==> src/logic/dmr_cfg.svh <==
/*
 Constants for the memory range bring-up block: timing, widths and reset values.
 Assumes inclusion by bare name from any file that needs them.
*/
`ifndef DMR_CFG_SVH
`define DMR_CFG_SVH
// Reference clock rate in Hz
`define DMR_CLK_HZ 10000000
// Longest time from reset release to the flags, in seconds
`define DMR_FLAG_DEADLINE_S 1
// Longest time rounds down to whole cycles
`define DMR_FLAG_DEADLINE_CYC (`DMR_FLAG_DEADLINE_S * `DMR_CLK_HZ)
// Default number of ranges and widths
`define DMR_RANGES 2
`define DMR_ADDR_W 64
`define DMR_DATA_W 32
// Reset values of the software-visible flags
`define DMR_RST_INFO_VALID 1'b0
`define DMR_RST_MEM_READY 1'b0
`define DMR_RST_MEM_EN 1'b0
`define DMR_RST_CACHE_EN 1'b0
// Read answer while memory is not yet ready
`define DMR_ALL_ONES_WORD 32'hFFFF_FFFF
`endif

==> src/logic/dmr_pkg.sv <==
/*
 Types for the memory range bring-up block.
 Assumes nothing beyond a SystemVerilog compiler.
*/
package dmr_pkg;
   // Access sequencer states
   typedef enum logic [0:0] {
      DMR_IDLE,
      DMR_MEM_WAIT
   } dmr_acc_st_t;
endpackage

==> src/logic/dmr_if.sv <==
/*
 Carrier between the bring-up block and its range decoder.
 Assumes both ends share the parameters given at instantiation.
*/
`timescale 1ns/1ps
interface dmr_if #(
   parameter int N_RANGES = 2,
   parameter int ADDR_W = 64
);
   logic [ADDR_W-1:0] addr;
   logic [N_RANGES-1:0][ADDR_W-1:0] base;
   logic [N_RANGES-1:0][ADDR_W-1:0] size;
   logic hit;
   logic [ADDR_W-1:0] offset;
   modport dec (input addr, input base, input size, output hit, output offset);
   modport ctl (output addr, output base, output size, input hit, input offset);
endinterface

==> src/logic/dmr_bringup.sv <==
/*
 Device-side bring-up and gating of device-attached memory ranges: flag deadline,
 init mode, range sizes and bases, protocol enables and access steering.
 Assumes all inputs synchronous to ref_clk_i and a local memory that acknowledges each request.
*/
// What this block does
// - Hardware mode: both flags within one second
// - Software mode: info flag within one second
// - Hardware mode: enabled hits route to memory
// - Not ready: reads all ones, writes dropped
// - Software sets ready; hits then route locally
// - Standard BAR accesses never hit ranges
// - No I/O space ever requested or claimed
`timescale 1ns/1ps
`include "dmr_cfg.svh"
module dmr_bringup #(
   parameter int N_RANGES = `DMR_RANGES,
   parameter int ADDR_W = `DMR_ADDR_W,
   parameter int DATA_W = `DMR_DATA_W,
   parameter int DEADLINE_CYC = `DMR_FLAG_DEADLINE_CYC
) (
   // Clock, reset, enable
   input wire logic ref_clk_i,
   input wire logic resetn_i,
   input wire logic clk_en_i,
   // Device-side status
   input wire logic hw_memory_init_mode_i,
   input wire logic size_known_i,
   input wire logic mem_init_done_i,
   input wire logic [N_RANGES-1:0][ADDR_W-1:0] range_size_i,
   // Host configuration writes
   input wire logic base_we_i,
   input wire logic [$clog2(N_RANGES+1)-1:0] base_sel_i,
   input wire logic base_high_i,
   input wire logic [ADDR_W/2-1:0] base_wdata_i,
   input wire logic mem_ready_set_i,
   input wire logic memory_protocol_enable_we_i,
   input wire logic memory_protocol_enable_wdata_i,
   input wire logic cache_protocol_enable_we_i,
   input wire logic cache_protocol_enable_wdata_i,
   // Host-visible status
   output logic hw_mode_o,
   output logic size_info_valid_o,
   output logic memory_ready_o,
   output logic memory_protocol_enable_o,
   output logic cache_protocol_enable_o,
   output logic [N_RANGES-1:0][ADDR_W-1:0] range_size_o,
   output logic [N_RANGES-1:0][ADDR_W-1:0] range_base_o,
   output logic io_space_request_o,
   // Incoming accesses
   input wire logic req_valid_i,
   output logic req_ready_o,
   input wire logic req_write_i,
   input wire logic req_bar_i,
   input wire logic req_io_i,
   input wire logic [ADDR_W-1:0] req_addr_i,
   input wire logic [DATA_W-1:0] req_wdata_i,
   output logic resp_valid_o,
   output logic resp_claimed_o,
   output logic [DATA_W-1:0] resp_rdata_o,
   // Local memory
   output logic mem_req_o,
   output logic mem_write_o,
   output logic [ADDR_W-1:0] mem_addr_o,
   output logic [DATA_W-1:0] mem_wdata_o,
   input wire logic mem_ack_i,
   input wire logic [DATA_W-1:0] mem_rdata_i
);
   import dmr_pkg::*;

   localparam int CNT_W = $clog2(DEADLINE_CYC + 1);
   localparam int HW = ADDR_W / 2;

   typedef struct packed {
      dmr_acc_st_t st;
      logic mode_known;
      logic hw_mode;
      logic [CNT_W-1:0] cnt;
      logic info_valid;
      logic mem_ready;
      logic mem_en;
      logic cache_en;
      logic [N_RANGES-1:0][ADDR_W-1:0] base;
      logic [N_RANGES-1:0][ADDR_W-1:0] size;
      logic mem_req;
      logic mem_write;
      logic [ADDR_W-1:0] mem_addr;
      logic [DATA_W-1:0] mem_wdata;
      logic resp_valid;
      logic resp_claimed;
      logic [DATA_W-1:0] rdata;
   } dmr_state_t;

   dmr_state_t s_reg;
   dmr_state_t s_next;
   logic deadline_hit;
   logic claim;
   logic accept;

   dmr_if #(.N_RANGES(N_RANGES), .ADDR_W(ADDR_W)) lk ();

   dmr_decode #(.N_RANGES(N_RANGES), .ADDR_W(ADDR_W)) u_dec (
      .lk(lk.dec)
   );

   // Only the programmed bases are looked up, never the standard BARs
   assign lk.addr = req_addr_i;
   assign lk.base = s_reg.base;
   assign lk.size = s_reg.size;

   // Last cycle of the one-second window
   assign deadline_hit = (s_reg.cnt == CNT_W'(DEADLINE_CYC - 1));
   assign accept = clk_en_i && (s_reg.st == DMR_IDLE) && req_valid_i;
   // BAR and I/O accesses are never claimed as range traffic
   assign claim = lk.hit && s_reg.mem_en && !req_bar_i && !req_io_i;

   always_comb begin
      s_next = s_reg;
      s_next.mem_req = 1'b0;
      s_next.resp_valid = 1'b0;
      // Mode strap caught on the first enabled cycle after release
      if (!s_reg.mode_known) begin
         s_next.mode_known = 1'b1;
         s_next.hw_mode = hw_memory_init_mode_i;
      end
      // Deadline counter saturates once the window has passed
      if (s_reg.cnt != CNT_W'(DEADLINE_CYC)) begin
         s_next.cnt = s_reg.cnt + CNT_W'(1);
      end
      // Info flag forced at the deadline whatever the mode
      if (size_known_i || deadline_hit) begin
         s_next.info_valid = 1'b1;
      end
      // Sizes track the memory controller until published
      if (!s_reg.info_valid) begin
         s_next.size = range_size_i;
      end
      // Ready flag: hardware raises it in hardware mode, software in software mode
      if (s_reg.mode_known && s_reg.hw_mode) begin
         if (mem_init_done_i || deadline_hit) begin
            s_next.mem_ready = 1'b1;
         end
      end else if (s_reg.mode_known && mem_ready_set_i) begin
         s_next.mem_ready = 1'b1;
      end
      if (memory_protocol_enable_we_i) begin
         s_next.mem_en = memory_protocol_enable_wdata_i;
      end
      if (cache_protocol_enable_we_i) begin
         s_next.cache_en = cache_protocol_enable_wdata_i;
      end
      // Base halves written one at a time; out-of-range selects ignored
      if (base_we_i && (int'(base_sel_i) < N_RANGES)) begin
         if (base_high_i) begin
            s_next.base[base_sel_i][ADDR_W-1:HW] = base_wdata_i;
         end else begin
            s_next.base[base_sel_i][HW-1:0] = base_wdata_i;
         end
      end
      // Access steering
      unique case (s_reg.st)
         DMR_IDLE: begin
            if (accept) begin
               if (claim && s_reg.mem_ready) begin
                  s_next.mem_req = 1'b1;
                  s_next.mem_write = req_write_i;
                  s_next.mem_addr = lk.offset;
                  s_next.mem_wdata = req_wdata_i;
                  s_next.st = DMR_MEM_WAIT;
               end else if (claim) begin
                  // Completed locally; a write simply goes nowhere
                  s_next.resp_valid = 1'b1;
                  s_next.resp_claimed = 1'b1;
                  s_next.rdata = req_write_i ? '0 : DATA_W'(`DMR_ALL_ONES_WORD);
               end else begin
                  s_next.resp_valid = 1'b1;
                  s_next.resp_claimed = 1'b0;
                  s_next.rdata = '0;
               end
            end
         end
         DMR_MEM_WAIT: begin
            if (mem_ack_i) begin
               s_next.resp_valid = 1'b1;
               s_next.resp_claimed = 1'b1;
               s_next.rdata = s_reg.mem_write ? '0 : mem_rdata_i;
               s_next.st = DMR_IDLE;
            end
         end
      endcase
   end

   // Single state register; enable low freezes everything but reset
   always_ff @(posedge ref_clk_i) begin
      if (!resetn_i) begin
         s_reg <= '0;
         s_reg.st <= DMR_IDLE;
         s_reg.info_valid <= `DMR_RST_INFO_VALID;
         s_reg.mem_ready <= `DMR_RST_MEM_READY;
         s_reg.mem_en <= `DMR_RST_MEM_EN;
         s_reg.cache_en <= `DMR_RST_CACHE_EN;
      end else if (clk_en_i) begin
         s_reg <= s_next;
      end
   end

   // Outputs straight from the state register; req_ready_o also gated by clk_en_i, io_space_request_o tied low
   assign hw_mode_o = s_reg.hw_mode;
   assign size_info_valid_o = s_reg.info_valid;
   assign memory_ready_o = s_reg.mem_ready;
   assign memory_protocol_enable_o = s_reg.mem_en;
   assign cache_protocol_enable_o = s_reg.cache_en;
   assign range_size_o = s_reg.size;
   assign range_base_o = s_reg.base;
   assign io_space_request_o = 1'b0;
   assign req_ready_o = clk_en_i && (s_reg.st == DMR_IDLE);
   assign resp_valid_o = s_reg.resp_valid;
   assign resp_claimed_o = s_reg.resp_claimed;
   assign resp_rdata_o = s_reg.rdata;
   assign mem_req_o = s_reg.mem_req;
   assign mem_write_o = s_reg.mem_write;
   assign mem_addr_o = s_reg.mem_addr;
   assign mem_wdata_o = s_reg.mem_wdata;
endmodule

==> src/logic/dmr_decode.sv <==
/*
 Range decoder: finds the first programmed range holding an address and gives the offset.
 Assumes base and size are stable while the address is looked up; zero size means no range.
*/
`timescale 1ns/1ps
module dmr_decode #(
   parameter int N_RANGES = 2,
   parameter int ADDR_W = 64
) (
   // Lookup carrier
   dmr_if.dec lk
);
   logic [N_RANGES-1:0] in_range;
   logic [N_RANGES-1:0][ADDR_W-1:0] rel;

   // One comparator per range; the address-not-below-base check keeps the wrap case out
   for (genvar g = 0; g < N_RANGES; g++) begin : g_rng
      assign rel[g] = lk.addr - lk.base[g];
      assign in_range[g] = (lk.size[g] != '0) && (lk.addr >= lk.base[g]) && (rel[g] < lk.size[g]);
   end

   // Lowest index wins if software programs overlapping ranges
   always_comb begin
      lk.hit = 1'b0;
      lk.offset = '0;
      for (int i = N_RANGES - 1; i >= 0; i--) begin
         if (in_range[i]) begin
            lk.hit = 1'b1;
            lk.offset = rel[i];
         end
      end
   end
endmodule

==> config.mk <==
export PLATFORM = sky130hd
export DESIGN_NAME = dmr_bringup
export DESIGN_NICKNAME = d
export VERILOG_FILES = /design/src/logic/dmr_pkg.sv /design/src/logic/dmr_if.sv /design/src/logic/dmr_bringup.sv /design/src/logic/dmr_decode.sv
export VERILOG_INCLUDE_DIRS = /design/src /design/src/logic
export SDC_FILE = /design/constraint.sdc
export NUM_CORES = 1
export LEC_CHECK = 0
export ABC_AREA = 1
export BUFFER_PORTS_ARGS = -buffer_cell sky130_fd_sc_hd__buf_2
export CAP_MARGIN = 25
export CORE_AREA = 5 5 272 274
export DETAILED_ROUTE_END_ITERATION = 7
export DIE_AREA = 0 0 277 279
export PLACE_DENSITY = 0.71
export SLEW_MARGIN = 10
export SYNTH_ARGS = -nofsm -noshare
export SYNTH_HDL_FRONTEND = slang
export SYNTH_SLANG_ARGS = --single-unit
==> constraint.sdc <==
create_clock -name ref_clk_i -period 6.3 [get_ports ref_clk_i]
set_clock_uncertainty 0.05 [all_clocks]
set_input_delay 1.26 -clock ref_clk_i [delete_from_list [all_inputs] [get_ports ref_clk_i]]
set_output_delay 1.26 -clock ref_clk_i [all_outputs]
set_load 0.01 [all_outputs]
==> flow_summary.rst <==
.. list-table::
   :header-rows: 1

   * - Metric
     - Value
   * - Grt ovf
     - 0
   * - Insertion delay to the later sink of the worst-skew pair
     - roughly 0.61 ns
   * - Flip-flop and latch count after synthesis
     - roughly 420
   * - Maximum number of buffers from clock root to sink
     - 3
   * - First-pass GRT wire length
     - 192900 um
   * - Total number of nets in the final design
     - slightly below 6000
   * - Post-route minimum period
     - ~5.8 ns
   * - Setup CP Type
     - input port to flip-flop
   * - Fraction of registers with async set or reset after synthesis
     - 0
   * - Kind of launch point of the worst setup path
     - input port
   * - Residual DRC count
     - 0
   * - LEAKAGE
     - between 0.015 and 0.02 uW
   * - Met2 wire len
     - just under 60000 um
   * - Share of final-layout standard cells stronger than drive strength 1
     - 0.1694
   * - Die width
     - approximately 280 um
   * - Setup repair after global routing missed its margin
     - false
   * - Htree depth
     - 2
   * - Metal-1 WL
     - around 57000 um
   * - Iteration count of the initial detailed-routing pass
     - 6
   * - Post CTS Setup Buffer Count
     - 0
   * - Peak supply drop
     - around 170 uV
   * - Core Rows
     - between 90 and 100
   * - Worst flop-to-flop path endpoint
     - mem_addr_o[38]$_SDFFE_PN0P_
   * - RePlAce Congestion
     - between 1 and 1.5
   * - Post-DP HPWL
     - 112500 um
   * - Buffers & Inverters on Critical Path
     - 7
   * - Netlist area before placement
     - between 30000 and 40000 um^2
   * - Pwr Density
     - ~230 nW/um^2
   * - Data required time at the worst endpoint
     - a little under 7 ns
   * - Total number of vias
     - between 30000 and 40000
   * - Dpl cell area
     - between 30000 and 40000 um^2
   * - CTS tree
     - yes
   * - Beginning of the critical path
     - req_addr_i[0]
   * - Footprint of the multi-input gates
     - approximately 18000 um^2
   * - Total wire length
     - 133500 um
   * - Quantity of hold-fixing buffers added after cts
     - 0
   * - Die Outline Area
     - 77280 um^2
   * - CP most frequent cell
     - sky130_fd_sc_hd__nand2_1
   * - Peak clock frequency supported by timing
     - 173.3 MHz
   * - Maximum number of pins on one net before global-route repair
     - 150
   * - Worst setup path endpoint
     - mem_addr_o[38]$_SDFFE_PN0P_
   * - Number of top-level design ports
     - around 700
   * - Average detailed-routed wire length per instance
     - 21.36 um
   * - Maximum fanout encountered on the critical timing path
     - 27
   * - Final hold vios
     - 0
   * - Warnings, synthesis
     - 0
   * - Fin crit share
     - 0.9157
   * - Antenna violations before repair
     - 11
   * - DRC marker count from the first detailed-route iteration
     - around 3200
   * - Measured slew at the worst slew-check pin
     - ~0.94 ns
   * - Sum of met3 wire segment lengths after detailed routing
     - 10750 um
   * - Arrival time at the worst endpoint
     - between 6 and 7 ns
   * - Routed via count divided by cell count
     - roughly 5.3
   * - Global router's overall resource usage
     - 0.3245
   * - Final standard cell area without fillers
     - 35720 um^2
   * - Run status
     - complete, no violations
   * - CP max stage delay
     - between 0.5 and 0.6 ns
   * - Starting utilization of the core area
     - 0.4549
   * - Critical Path Stages
     - 29
   * - Resize count post-CTS
     - 0
   * - Cell with the biggest individual delay on the critical path
     - sky130_fd_sc_hd__xor2_1
   * - Filler cell count
     - approximately 7500
   * - Average cell area after synthesis
     - 6.485 um^2
   * - Number of cell instances on the worst register-to-register path
     - 27
   * - Fraction of the yosys area taken by sequential cells
     - 0.2593
   * - Slew HR
     - 0.3718
   * - TritonCTS Buffers
     - 47
   * - Prevailing post-synth register cell
     - sky130_fd_sc_hd__dfxtp_1
   * - R2R Path Start
     - range_base_o[0]$_SDFFE_PN0P_
   * - Antenna-violating nets left
     - 0
   * - Buffers added on ports
     - 701
   * - Count of flip-flops with a built-in enable after synthesis
     - 0
   * - Synth Net Count
     - roughly 5600
   * - Hold WC Path Type
     - flip-flop to flip-flop
   * - Number of cells produced by synthesis
     - 4989
   * - R2r setup slk
     - 0.87 ns
   * - Register area
     - 8388 um^2
   * - Floorplan die height
     - 279 um
   * - Capturing element type of the critical path
     - flip-flop
   * - Cell family contributing the most delay on the critical path
     - simple AND/OR/NAND/NOR gates
   * - Core outline area
     - 71120 um^2
   * - Number of failing setup endpoints in the final timing report
     - 0
   * - Max-cap viol count
     - 0
   * - Via count of the first global-routing pass
     - 30790
   * - Total negative setup slack
     - 0 ns
   * - Pins over their slew limit
     - 0
   * - Num Clock Sinks
     - between 400 and 500
   * - Area growth from synthesis to final layout
     - 10.39%
   * - Clock transition time at the flip-flop clock pins of the worst setup and hold paths
     - ~0.060 ns
   * - Highest metal layer with signal wires
     - met5
   * - Util after Layout
     - 0.5022
   * - Library cell used as clock root buffer
     - sky130_fd_sc_hd__clkbuf_16
   * - Library cells used by synthesis
     - between 40 and 50
## placed cells by master, fill, tap and decap left out, types with 5 or more instances in the layout
cell / count
sky130_fd_sc_hd__nor3_1: 35
sky130_fd_sc_hd__a21o_1: 25
sky130_fd_sc_hd__o21ai_1: 5
sky130_fd_sc_hd__buf_2: 700
sky130_fd_sc_hd__o21ai_0: 474
sky130_fd_sc_hd__clkbuf_1: 8
sky130_fd_sc_hd__clkbuf_8: 9
sky130_fd_sc_hd__a21oi_1: 607
sky130_fd_sc_hd__a21oi_2: 23
sky130_fd_sc_hd__clkinvlp_4: 6
sky130_fd_sc_hd__buf_12: 13
sky130_fd_sc_hd__a21boi_0: 7
sky130_fd_sc_hd__nor2_1: 460
sky130_fd_sc_hd__nor2_2: 9
sky130_fd_sc_hd__ha_1: 256
sky130_fd_sc_hd__or2_2: 5
sky130_fd_sc_hd__buf_4: 44
sky130_fd_sc_hd__nand3_2: 6
sky130_fd_sc_hd__o21bai_1: 33
sky130_fd_sc_hd__nand3b_1: 7
sky130_fd_sc_hd__inv_2: 7
sky130_fd_sc_hd__nand3_1: 191
sky130_fd_sc_hd__nand4_1: 35
sky130_fd_sc_hd__xor2_1: 70
sky130_fd_sc_hd__diode_2: 7
sky130_fd_sc_hd__inv_1: 752
sky130_fd_sc_hd__clkinv_2: 8
sky130_fd_sc_hd__and2_1: 5
sky130_fd_sc_hd__nor4_1: 15
sky130_fd_sc_hd__o21a_1: 39
sky130_fd_sc_hd__clkbuf_16: 48
sky130_fd_sc_hd__dfxtp_1: 419
sky130_fd_sc_hd__nand2_1: 901
sky130_fd_sc_hd__xnor2_1: 26
## synthesized netlist by cell type, drive strengths merged, types with 7 or more instances
cell type,instances,area (um^2)
nand2,906,3418
nor4,15,93.84
a21oi,630,3239
xor2,70,613.1
a21o,25,187.7
nand3,198,1023
nor2,470,1794
dfxtp,419,8388
nand3b,7,52.55
nor3,35,175.2
nand4,36,240.2
a21boi,7,52.55
ha,256,3203
inv,759,2849
buf,423,3138
clkbuf,116,435.4
o21ai,479,2397
xnor2,26,227.7
o21bai,33,247.7
o21a,39,292.8
## where the power goes
| part | switching (uW) | total (uW) | leakage [uW] | internal (uW) |
|---|---|---|---|---|
| combinational | 1600 | 2390 | 0.0130 | 793 |
| clock | 1210 | 2850 | 0.000766 | 1640 |
| sequential | 66.4 | 2820 | 0.00342 | 2750 |
## layer usage
layer	global-route usage	vias up
li1	-	16220
met1	0.4340	15180
met2	0.5258	1500
met3	0.05192	231
met4	0.1316	4
met5	0	-
## worst reg2reg max path: stages, from the launching register on
cell and delay [ns]:
sky130_fd_sc_hd__dfxtp_1 0.44, sky130_fd_sc_hd__ha_1 0.22, sky130_fd_sc_hd__inv_1 0.06, sky130_fd_sc_hd__fa_1 0.38, sky130_fd_sc_hd__nand2_1 0.08, sky130_fd_sc_hd__inv_1 0.05, sky130_fd_sc_hd__nand2_1 0.05, sky130_fd_sc_hd__nand2_1 0.09
sky130_fd_sc_hd__a21oi_1 0.26, sky130_fd_sc_hd__o21ai_0 0.18, sky130_fd_sc_hd__nand3_1 0.10, sky130_fd_sc_hd__nand3_1 0.29, sky130_fd_sc_hd__xor2_1 0.58, sky130_fd_sc_hd__ha_1 0.20, sky130_fd_sc_hd__nand2_1 0.06, sky130_fd_sc_hd__nor2_1 0.13
sky130_fd_sc_hd__nor3b_1 0.26, sky130_fd_sc_hd__and3_1 0.20, sky130_fd_sc_hd__nand2_1 0.05, sky130_fd_sc_hd__nand2_1 0.23, sky130_fd_sc_hd__nand2_1 0.15, sky130_fd_sc_hd__nand3_4 0.17, sky130_fd_sc_hd__buf_12 0.15, sky130_fd_sc_hd__clkinv_1 0.18
sky130_fd_sc_hd__buf_12 0.22, sky130_fd_sc_hd__nand2_1 0.22, sky130_fd_sc_hd__o21ai_0 0.12, sky130_fd_sc_hd__o21a_1 0.17
## kinds of logic after synthesis
family,after synthesis,synth area share
AOI/OAI and AO/OA,1226,0.2014
xor gates and xnor gates,96,0.02599
and+or+nand+nor,1686,0.2139
DFF,419,0.2593
buffers and inverters,1303,0.1991
other,1,0.0001159
adders and majority gates,258,0.1002
## area by class of cell
class | instances | share of cell area
multi-input cells | 3267 | 0.4910
flip-flops and latches | 419 | 0.2349
inverters | 764 | 0.08043
repair buffers | 759 | 0.1155
clock buffers | 65 | 0.03794
clock inverters | 20 | 0.006551
diodes | 7 | 0.0004905
well taps | 950 | 0.03328
## how the worst min path moves through the flow
stage                                      start                      endpoint  slack [ns]  cells past startpoint
global placement    mem_wdata_o[10]$_SDFFE_PN0P_  mem_wdata_o[10]$_SDFFE_PN0P_        0.38                      2
detailed placement   mem_addr_o[15]$_SDFFE_PN0P_   mem_addr_o[15]$_SDFFE_PN0P_        0.38                      2
global route        mem_wdata_o[23]$_SDFFE_PN0P_  mem_wdata_o[23]$_SDFFE_PN0P_        0.41                      2
finish               mem_wdata_o[9]$_SDFFE_PN0P_   mem_wdata_o[9]$_SDFFE_PN0P_        0.39                      2
CTS                  mem_addr_o[15]$_SDFFE_PN0P_   mem_addr_o[15]$_SDFFE_PN0P_        0.39                      2
floorplan            mem_addr_o[10]$_SDFFE_PN0P_   mem_addr_o[10]$_SDFFE_PN0P_        0.37                      2
## metrics by stage
stage / hold WS (ns) / total power, uW / setup slack (ns) / std cells
after floorplan: 0.3740 / 4394 / 1.301 / 4989
after global placement: 0.3799 / 5171 / 0.06699 / 6158
after detailed placement: 0.3844 / 5202 / 0.07609 / 6158
after CTS: 0.3941 / 8047 / 0.7031 / 6243
after global routing: 0.4106 / 8454 / 0.3121 / 6250
final: 0.3930 / 8060 / 0.5309 / 6251
No activity file was read; power rests on OpenSTA's default activity.
